`config.mk`:
```
export PLATFORM = sky130hd
export DESIGN_NAME = rfe_encoder
export DESIGN_NICKNAME = d
export VERILOG_FILES = /design/src/rfe_pkg.sv /design/src/rfe_sync.sv /design/src/rfe_encoder.sv
export SDC_FILE = /design/constraint.sdc
export NUM_CORES = 1
export LEC_CHECK = 0
export ABC_AREA = 0
export BUFFER_PORTS_ARGS = -buffer_cell sky130_fd_sc_hd__buf_4
export CORE_MARGIN = 2
export CORE_UTILIZATION = 55
export DETAILED_ROUTE_END_ITERATION = 8
export GPL_ROUTABILITY_DRIVEN = 0
export PLACE_DENSITY = 0.76
export REMOVE_ABC_BUFFERS = 1
export SYNTH_ARGS = -nofsm -noshare
export SYNTH_HDL_FRONTEND = slang
export SYNTH_HIERARCHICAL = 1
export SYNTH_SLANG_ARGS = --single-unit
export TNS_END_PERCENT = 1
```
`constraint.sdc`:
```
create_clock -name sys_clk_in -period 6.4 [get_ports sys_clk_in]
set_input_delay 0.64 -clock sys_clk_in [delete_from_list [all_inputs] [get_ports sys_clk_in]]
set_output_delay 0.64 -clock sys_clk_in [all_outputs]
set_load 0.05 [all_outputs]
```
`src/rfe_pkg.sv`:
```
// rf frame encoder: shared constants, state encoding and struct
// assumes a single 10 mhz system clock and no register bus
`default_nettype none
package rfe_pkg;
	// clock and timing
	localparam int SYS_CLK_HZ = 10000000;
	localparam int MOSC_DIV = 125; // medium osc edges per gap tick
	localparam int GAP_TICK_MS = 1; // nominal gap tick period
	localparam int MAX_STEP_MS = 63; // largest interval step
	// line format field codes
	localparam logic [1:0] FMT_MANCH = 2'h0;
	localparam logic [1:0] FMT_BIPH = 2'h1;
	localparam logic [1:0] FMT_NRZ = 2'h2;
	localparam logic [1:0] FMT_DIRECT = 2'h3;
	// field widths
	localparam int FRAME_W = 4;
	localparam int STEP_W = 6;
	localparam int GAP_W = 10; // holds 15 * 63 = 945
	localparam int DIV_W = 7;
	// reset values and divider last count
	localparam logic [DIV_W-1:0] DIV_RST = 7'h00;
	localparam logic [GAP_W-1:0] GAP_RST = 10'h000;
	localparam logic [FRAME_W-1:0] FRAME_RST = 4'h0;
	localparam logic [DIV_W-1:0] DIV_LAST = 7'(MOSC_DIV - 1);

	typedef enum logic [2:0] {
		RFE_IDLE = 3'b000,
		RFE_LOCK = 3'b001,
		RFE_TX = 3'b010,
		RFE_GAP = 3'b011
	} rfe_state_t;

	typedef struct packed {
		rfe_state_t st;
		logic send;
		logic phase; // 1: next tick starts a new bit
		logic cur_bit;
		logic cur_last;
		logic have_bit;
		logic line;
		logic done;
		logic [FRAME_W-1:0] frame_num;
		logic [GAP_W-1:0] gap_cnt;
		logic [GAP_W-1:0] gap_target;
		logic [DIV_W-1:0] div_cnt;
		logic mosc_prev;
		logic gap_tick;
	} rfe_regs_t;
endpackage
`default_nettype wire

```
`src/rfe_sync.sv`:
```
// rfe_sync: two flip-flop synchroniser for a level from outside the clock domain
// assumes the input is slow compared with sys_clk_in
`default_nettype none
module rfe_sync
(
	// clock and reset
	input wire logic sys_clk_in,
	input wire logic rst_n_in,
	// level in and out
	input wire logic async_in,
	output logic sync_out
);
	logic meta_reg;
	logic sync_reg;

	// first stage feeds only the second
	always_ff @(posedge sys_clk_in or negedge rst_n_in)
	begin
		if (!rst_n_in)
		begin
			meta_reg <= 1'b0;
			sync_reg <= 1'b0;
		end
		else
		begin
			meta_reg <= async_in;
			sync_reg <= meta_reg;
		end
	end

	assign sync_out = sync_reg;
endmodule
`default_nettype wire

```
`src/rfe_encoder.sv`:
```
// rfe_encoder: transmit section of an rf transmitter - line coding,
// frame repetition with frame-number gaps, output stage gating and pll status
// assumes a half-bit tick pulse from an external bit-rate generator on the same
// clock, a bit stream from the rf data buffer, and asynchronous pll lock and
// medium oscillator inputs
`default_nettype none
// Function
// between frames insert gap of step times frame number; none after last frame
// gap timer ticks once per 125 medium oscillator cycles; step from control six
// repeat count plus one frames are sent; zero sends one frame without gap
// software sets interval step to zero when no gap is wanted
// two-bit format picks manchester, bi-phase, nrz or direct; inversion flips it
// format zero sends manchester with a transition mid-bit every bit
// manchester, inversion clear: zero rises mid-bit, one falls mid-bit
// manchester, inversion set: zero falls mid-bit, one rises mid-bit
// manchester adds a start-of-bit transition when bit equals previous bit
// format one sends bi-phase, toggling at every bit boundary
// bi-phase, inversion clear: one no mid change, zero toggles mid-bit
// bi-phase, inversion set: one toggles mid-bit, zero no mid change
// format two holds one level per bit; inversion picks level for one
// output data comes from buffer or software data bit by mode
// output stage enabled only while transmit-go is set
// lock-ready status raised once pll locked and transmission may start
// keying select picks ook or fsk; fsk steers fractional-n divider
// band select clear gives 315 mhz, set gives 434 mhz centre
// keep-alive keeps transmitter digital section running in deepest stop
// after the last frame clear transmit-go and raise an interrupt
// gap tick is nominally one millisecond
// format three passes the software data bit, only inversion applied
// half-bit timing comes from a tick at twice the bit rate
module rfe_encoder
	import rfe_pkg::*;
(
	// clock and reset
	input wire logic sys_clk_in,
	input wire logic rst_n_in,
	// control bits
	input wire logic send_set_in,
	input wire logic send_clear_in,
	input wire logic [1:0] line_format_in,
	input wire logic output_inversion_in,
	input wire logic direct_data_in,
	input wire logic [FRAME_W-1:0] frame_repeat_count_in,
	input wire logic [STEP_W-1:0] interval_step_setting_in,
	input wire logic keying_select_in,
	input wire logic carrier_band_select_in,
	input wire logic rf_keepalive_enable_in,
	input wire logic deep_sleep_one_in,
	// timing
	input wire logic half_bit_tick_in,
	input wire logic medium_osc_in,
	// rf data buffer stream
	input wire logic buf_bit_in,
	input wire logic buf_last_in,
	input wire logic buf_valid_in,
	output logic buf_ready_out,
	// rf output stage
	input wire logic pll_locked_in,
	output logic pa_enable_out,
	output logic mod_data_out,
	output logic pll_fsk_out,
	output logic pll_band_434_out,
	output logic digital_power_on_out,
	// status
	output logic send_out,
	output logic pll_lock_ready_out,
	output logic gap_active_out,
	output logic [FRAME_W-1:0] frame_number_out,
	output logic tx_done_irq_out
);
	rfe_regs_t r_reg;
	rfe_regs_t r_next;
	logic lock_sync;
	logic mosc_sync;
	logic powered;
	logic take_bit;
	logic sym;
	logic [GAP_W-1:0] gap_goal;

	////////////////////////////////////////////////////////////////////////////
	// pin synchronisers

	// pll lock and the oscillator come from outside the clock domain
	rfe_sync u_lock_sync
	(
		.sys_clk_in(sys_clk_in),
		.rst_n_in(rst_n_in),
		.async_in(pll_locked_in),
		.sync_out(lock_sync)
	);

	rfe_sync u_mosc_sync
	(
		.sys_clk_in(sys_clk_in),
		.rst_n_in(rst_n_in),
		.async_in(medium_osc_in),
		.sync_out(mosc_sync)
	);

	////////////////////////////////////////////////////////////////////////////
	// helper terms

	// digital section stays up in deep sleep only with keep-alive
	assign powered = !deep_sleep_one_in || rf_keepalive_enable_in;
	// symbol value after inversion, shared by the manchester and nrz line codes
	assign sym = buf_bit_in ^ output_inversion_in;
	// a new bit is taken on the tick that starts a bit period
	assign take_bit = (r_reg.st == RFE_TX) && half_bit_tick_in && r_reg.phase
		&& buf_valid_in && (line_format_in != FMT_DIRECT);
	// gap after frame n is n times the step, n counted from one
	assign gap_goal = GAP_W'(r_reg.frame_num + 4'h1) * GAP_W'(interval_step_setting_in);

	////////////////////////////////////////////////////////////////////////////
	// next-state logic

	always_comb
	begin
		r_next = r_reg;
		r_next.done = 1'b0;
		r_next.gap_tick = 1'b0;
		r_next.mosc_prev = mosc_sync;

		// divide medium oscillator rising edges by 125 for a 1 ms tick
		if (mosc_sync && !r_reg.mosc_prev)
		begin
			if (r_reg.div_cnt == DIV_LAST)
			begin
				r_next.div_cnt = DIV_RST;
				r_next.gap_tick = 1'b1;
			end
			else
			begin
				r_next.div_cnt = r_reg.div_cnt + 7'h01;
			end
		end

		// software clear of transmit-go
		if (send_clear_in)
		begin
			r_next.send = 1'b0;
		end

		case (r_reg.st)
			RFE_IDLE:
			begin
				r_next.line = 1'b0;
				r_next.frame_num = FRAME_RST;
				r_next.phase = 1'b1;
				r_next.have_bit = 1'b0;
				if (r_reg.send && !send_clear_in)
				begin
					r_next.st = RFE_LOCK;
				end
			end
			RFE_LOCK:
			begin
				// wait for the pll before the first symbol
				if (lock_sync)
				begin
					r_next.st = RFE_TX;
				end
			end
			RFE_TX:
			begin
				if (line_format_in == FMT_DIRECT)
				begin
					// software bit straight through, no line coding
					r_next.line = direct_data_in ^ output_inversion_in;
				end
				else if (half_bit_tick_in)
				begin
					if (r_reg.phase)
					begin
						if (r_reg.have_bit && r_reg.cur_last)
						begin
							// frame complete at the end of its last bit
							r_next.have_bit = 1'b0;
							r_next.line = 1'b0;
							if (r_reg.frame_num == frame_repeat_count_in)
							begin
								r_next.st = RFE_IDLE;
								r_next.send = 1'b0;
								r_next.done = 1'b1;
							end
							else if (gap_goal == GAP_RST)
							begin
								// zero step: next frame starts at once
								r_next.frame_num = r_reg.frame_num + 4'h1;
							end
							else
							begin
								r_next.st = RFE_GAP;
								r_next.gap_target = gap_goal;
								r_next.gap_cnt = GAP_RST;
								// restart the divider: a free-running one would cut the first tick short
								r_next.div_cnt = DIV_RST;
								r_next.gap_tick = 1'b0;
							end
						end
						else if (take_bit)
						begin
							// first half of a new bit
							r_next.phase = 1'b0;
							r_next.have_bit = 1'b1;
							r_next.cur_bit = buf_bit_in;
							r_next.cur_last = buf_last_in;
							case (line_format_in)
								FMT_MANCH:
								begin
									// start edge appears by itself when bits repeat
									r_next.line = sym;
								end
								FMT_BIPH:
								begin
									r_next.line = !r_reg.line;
								end
								FMT_NRZ:
								begin
									r_next.line = sym;
								end
								default:
								begin
									r_next.line = r_reg.line;
								end
							endcase
						end
						else
						begin
							// buffer underrun: hold the line until data arrives
							r_next.line = r_reg.line;
						end
					end
					else
					begin
						// second half of the bit
						r_next.phase = 1'b1;
						case (line_format_in)
							FMT_MANCH:
							begin
								r_next.line = !r_reg.line;
							end
							FMT_BIPH:
							begin
								// zero toggles unless inverted
								if (!(r_reg.cur_bit ^ output_inversion_in))
								begin
									r_next.line = !r_reg.line;
								end
							end
							default:
							begin
								r_next.line = r_reg.line;
							end
						endcase
					end
				end
			end
			RFE_GAP:
			begin
				r_next.line = 1'b0;
				if (r_reg.gap_tick)
				begin
					r_next.gap_cnt = r_reg.gap_cnt + 10'h001;
					if (r_reg.gap_cnt + 10'h001 >= r_reg.gap_target)
					begin
						r_next.st = RFE_TX;
						r_next.phase = 1'b1;
						r_next.frame_num = r_reg.frame_num + 4'h1;
					end
				end
			end
			default:
			begin
				r_next.st = RFE_IDLE;
			end
		endcase

		// software set wins over a software or end-of-transfer clear in the same cycle, but not over loss of power
		if (send_set_in)
		begin
			r_next.send = 1'b1;
		end

		// software clear or loss of power aborts the sequence
		if (!r_next.send || !powered)
		begin
			if (r_reg.st != RFE_IDLE)
			begin
				r_next.st = RFE_IDLE;
				r_next.line = 1'b0;
			end
		end
		if (!powered)
		begin
			r_next.send = 1'b0;
		end
	end

	////////////////////////////////////////////////////////////////////////////
	// state register

	always_ff @(posedge sys_clk_in or negedge rst_n_in)
	begin
		if (!rst_n_in)
		begin
			r_reg.st <= RFE_IDLE;
			r_reg.send <= 1'b0;
			r_reg.phase <= 1'b1;
			r_reg.cur_bit <= 1'b0;
			r_reg.cur_last <= 1'b0;
			r_reg.have_bit <= 1'b0;
			r_reg.line <= 1'b0;
			r_reg.done <= 1'b0;
			r_reg.frame_num <= FRAME_RST;
			r_reg.gap_cnt <= GAP_RST;
			r_reg.gap_target <= GAP_RST;
			r_reg.div_cnt <= DIV_RST;
			r_reg.mosc_prev <= 1'b0;
			r_reg.gap_tick <= 1'b0;
		end
		else
		begin
			r_reg <= r_next;
		end
	end

	////////////////////////////////////////////////////////////////////////////
	// outputs

	// buffer handshake is combinational
	assign buf_ready_out = take_bit && !(r_reg.have_bit && r_reg.cur_last);
	// amplifier only runs while transmit-go is set
	assign pa_enable_out = r_reg.send && powered;
	assign mod_data_out = r_reg.line;
	assign pll_fsk_out = keying_select_in;
	assign pll_band_434_out = carrier_band_select_in;
	assign digital_power_on_out = powered;
	assign send_out = r_reg.send;
	assign pll_lock_ready_out = r_reg.send && lock_sync;
	assign gap_active_out = (r_reg.st == RFE_GAP);
	assign frame_number_out = r_reg.frame_num;
	assign tx_done_irq_out = r_reg.done;
endmodule
`default_nettype wire

```
# After elaboration in Yosys (flattened, before gate mapping)
# Cells that the tools add are included.
[classes]
shift = 0
n_reduce_logical = 34
n_lt_le_gt_ge = 1
add_sub_neg = 4
mux = 73
div_mod_pow = 0
eq_ne = 21
bitwise = 6
n_mul = 1
[op_table]
columns = ["operator", "n"]
rows = [
  ["32-bit two-way mux", 3],
  ["3-bit two-way mux", 14],
  ["41-bit two-way mux", 1],
  ["4-bit two-way mux", 10],
  ["31-bit two-way mux", 1],
  ["27-bit two-way mux", 1],
  ["1-bit two-way mux", 25],
  ["7-bit two-way mux", 3],
  ["10-bit one-hot mux with 2 select lines", 1],
  ["14-bit two-way mux", 1],
  ["2-bit != test, second input constant", 6],
  ["3-bit one-hot mux with 4 select lines", 1],
  ["4-bit one-hot mux with 3 select lines", 1],
  ["10-bit by 1-bit adder with 10-bit output, second input constant", 1],
  ["10-bit >= comparator", 1],
  ["1-bit logical AND", 10],
  ["10-bit zero test", 1],
  ["5-bit by 6-bit multiplier with 10-bit output", 1],
  ["2-bit two-way mux", 5],
  ["5-bit AND reduction", 2],
  ["9-bit AND reduction", 1],
  ["8-bit two-way mux", 1],
  ["2-bit by 1-bit != test with 1-bit output, second input constant", 4],
  ["1-bit one-hot mux with 2 select lines", 4],
  ["other kinds (25)", 41],
]
[totals]
romBits = 0
out_inout_bits = 14
mem_count = 0
latchBits = 0
elab_cells = 158
mem_bits_rw = 0
regBits = 47
in_bits = 28

# Longest topological paths before layout
[depth]
depth_word = 24
mapped_depth = 19
mapped_depth_nobuf = 17

# Cells and area by module
# The synthesis kept the hierarchy.
[by_module_without_submodules]
columns = ["mod", "cells_per_inst", "seq_area_each_um2", "n_inst", "area_per_inst_um2"]
rows = [
  ["rfe_encoder", 368, 1077.3, 1, 3493.4],
  ["rfe_sync", 2, 50.0, 2, 50.0],
]

# Worst setup path after synthesis
# OpenSTA, ideal clock, no wires.
[synth_timing]
kind = "reg2reg"
from = "reg r_reg, in the netlist frame_number_out[0]"
to = "reg r_reg[40] (netlist name)"
setup_time_ns = 0.126
path_stages_with_launch = 18
path_buffers = 1
path_slack_ns = 1.755
required_ns = 6.274
synth_period_minus_slack_ns = 4.645
arrival_time_ns = 4.519
cell_sequence = "dfrtp_1 -> buf_4 -> nand3_1 -> xor2_1 -> nand2b_1 -> fa_1 -> fa_1 -> fa_1 -> inv_1 -> ha_1 -> a21o_1 -> a21oi_1 -> xor2_1 -> nand4_1 -> or3_4 -> nor2_4 -> nor3_4 -> o311a_1"
[synth_rtl]
columns = ["element", "line", "rtl"]
rows = [
  ["start, declared", "rfe_encoder.sv:71", "rfe_regs_t r_reg;"],
  ["start signal, assigned", "rfe_encoder.sv:323", "r_reg <= r_next;"],
]

# Worst setup path after layout
[layout_timing]
from = "reg r_reg, in the netlist frame_number_out[0]"
to = "reg r_reg[9] (netlist name)"
[layout_between]
elab_chain_cells = 5
word_cells_on_any_way = 7
cone_classes = "add/sub: 1; mul: 1; eq/ne: 1; bitwise: 2; reduce/logical: 2"
[layout_rtl]
columns = ["element", "line", "rtl"]
rows = [
  ["4-bit by 1-bit adder with 5-bit output", "rfe_encoder.sv:111", "assign gap_goal = GAP_W'(r_reg.frame_num + 4'h1) * GAP_W'(interval_step_setting_in);"],
  ["5-bit by 6-bit multiplier with 10-bit output", "rfe_encoder.sv:111", ""],
  ["10-bit zero test", "rfe_encoder.sv:185", "else if (gap_goal == GAP_RST)"],
  ["1-bit NOT (no line)", "n/a", ""],
  ["7-bit AND reduction (no line)", "n/a", ""],
]
# Several ways; a longest one is shown, not always the timed one.
# A chain may end at the register's enable or synchronous reset.

==> metrics <==
outcome completed; n_diodes 0; ordered list of cells on the worst path ha_1, xor2_1, nand2_1, fa_1, fa_1, fa_1, inv_1, ha_1, a211oi_2, o21bai_1, a21oi_2, xnor2_1, or3_4, nor2_4, nor3_4, mux2_2; worst-skew pair later-pin latency between 300 and 400 ps; Worst-path clk slew ~100 ps; final cycle utilization of the critical path 0.837; Max-Cap Viols 0; DIE WIDTH roughly 85 um; Via density around 5.7; count of flip-flops with a built-in enable after synthesis 0; row count 29; fmax approximately 190 MHz; CP Launch Type flip-flop; postcts setup bufs 0; Setup CP Type flip-flop to flip-flop; top post-synthesis cells by area dfrtp_1 (32%), ha_1 (11%), fa_1 (6.1%); Clock Sinks 47; vias in the first global route 2,730; grt met2 use 0.364; slew of the pin with the lowest slew margin about 850 ps; Pwr Density between 150 and 200 nW/um2; cell mode on critical path fa_1; busiest grt layer met2; drt drc 0; initial antenna violation count 0; count of endpoints failing setup in the final report 0; fin cells between 400 and 500; hpwl dp 5.55 mm; fill cell count approximately 530; core region area about 6300 um2; count leader, synth dfrtp_1; setup slack at placement 1090 ps; sum of negative setup slack 0 ps; Slowest-stage cell, CP nor3_4; relative slew slack 0.429; Num CTS Buffers 5; grt met1 use 0.290; Yosys warning count 6; WP data required ~6600 ps; Mapped Area 3590 um2; H-tree depth 2; Yosys reg bits between 40 and 50; number of flip-flops in the largest register 36; Commonest cells post-synth dfrtp_1 (46), nand2_1 (33), ha_1 (32); Die Area slightly above 7000 um2; final hold slack around 330 ps; post-synthesis cell count 372; ratio of cells with drive above 1 in the final layout 0.170; CTS root buf clkbuf_8; vias post-DR about 2,700; CP Capture Type flip-flop; CP Max Fanout 19; design area ~4000 um2; Top Ports between 40 and 50; final net count about 480; CTS tree yes; Worst VDD drop 0.140 mV; first-pass GRT wire length around 13 mm; Buf/Inv on CP 1; drt total wl around 7.0 mm; sequential-to-total area share from yosys stat 0.328; CP top delay family adder cells; Longest Clk Path Bufs 2; cts hold-fix bufs 0; Hold Crit Class primary input to async pin; Die Span Y ~85 um; Yosys cell types just over 60; dpl cells about 480; ANT nets after route 0; fin worst setup slack 1040 ps; Initial Utilization 0.566; RSZ-0062 raised after global routing false; final worst path period need about 5400 ps; Max Slew Vio Count 0; largest net degree at the start of global routing 48; GR Overflow Total 0; IO buf count 37; number of gates resized after cts 0; Yosys top cell by area dfrtp_1; Most used DFF post-synth dfrtp_1; WL/cell between 10 and 15 um; Total GRT Usage 0.214; syn avg cell area 9.66 um2; P_leak roughly 2 nW; Fin. Hold Viols 0; Async SR Flop Fraction 1.00; CP max stage delay approximately 660 ps; CP arrival approximately 5600 ps; skew final approximately 7.6 ps; DP Area ~3900 um2; layout overhead on the synthesized area 11.4%; M3 GR Usage 0.0302; top-area cell type share of the netlist area 0.320; Iter 0 DRT Violations 97; TritonRoute pass-1 iters 4
-- metal layers --
layer	vias to the layer above	share of wire
li1	1354	-
met2	56	0.49
met4	0	0.012
met3	8	0.033
met1	1320	0.46
met5	-	0
-- path summary, 6_finish.rpt --
check / from / endpoint / slack (ps) / cells after the start
worst max-delay path: frame_number_out[0] / r_reg[9] / 1040 / 16
min in group sys_clk_in: u_lock_sync/meta_reg / u_lock_sync/sync_out / 360 / 0
worst max register to register: frame_number_out[0] / r_reg[9] / 1040 / 16
worst min register to register: u_lock_sync/meta_reg / u_lock_sync/sync_out / 360 / 0
worst min-delay path: rst_n_in / frame_number_out[2] / 330 / 1
max in group asynchronous: rst_n_in / r_reg[20] / 5680 / 1
-- logic make-up after synthesis --
kind of cell,share of synthesized area
other,0.00104
and+or+nand+nor,0.198
muxes,0.0334
buffers and inverters,0.0529
AOI/OAI and AO/OA,0.148
xor gates and xnor gates,0.0655
DFF,0.328
adders and majority gates,0.173
-- power breakdown --
part	total, mW	internal [mW]	leakage (nW)	switching (mW)
combinational	0.110	0.0514	1.37	0.0582
clock	0.238	0.129	0.0618	0.109
sequential	0.349	0.321	0.564	0.0281
-- layout make-up --
type | instances | area [um2] | share of cell area
clock buffer | 6 | 82.6 | 0.0206
clock inverter | 2 | 38.8 | 0.00969
inverter | 28 | 105 | 0.0263
multi-input combinational | 286 | 2230 | 0.556
sequential | 47 | 1180 | 0.294
tap | 77 | 96.3 | 0.0241
timing repair buffer | 37 | 278 | 0.0694
-- stage by stage --
stage | power [mW] | utilization
after floorplan | 0.421 | -
after global placement | 0.460 | 0.611
after detailed placement | 0.464 | 0.611
after CTS | 0.700 | 0.631
after global routing | 0.731 | 0.631
final | 0.696 | 0.631
-- worst reg2reg max path: stages, from the launching register on --
cell	delay (ps)
dfrtp_1	570
ha_1	310
xor2_1	340
nand2_1	120
fa_1	470
fa_1	520
fa_1	550
inv_1	40
ha_1	370
a211oi_2	200
o21bai_1	120
a21oi_2	160
xnor2_1	150
or3_4	200
nor2_4	50
nor3_4	660
mux2_2	420
-- cells in the final DEF (no fill, tap or decap), types with 9 or more instances in the layout --
cell type,instances
nand2b_1,9
nor2b_1,12
o21ai_0,18
xnor2_1,9
xor2_1,16
fa_1,11
nand2_1,33
ha_1,32
nand3_1,12
nor2_1,18
and2_1,16
a21oi_1,16
dfrtp_1,46
buf_4,37
inv_1,28
No activity file was read; power rests on OpenSTA's default activity.
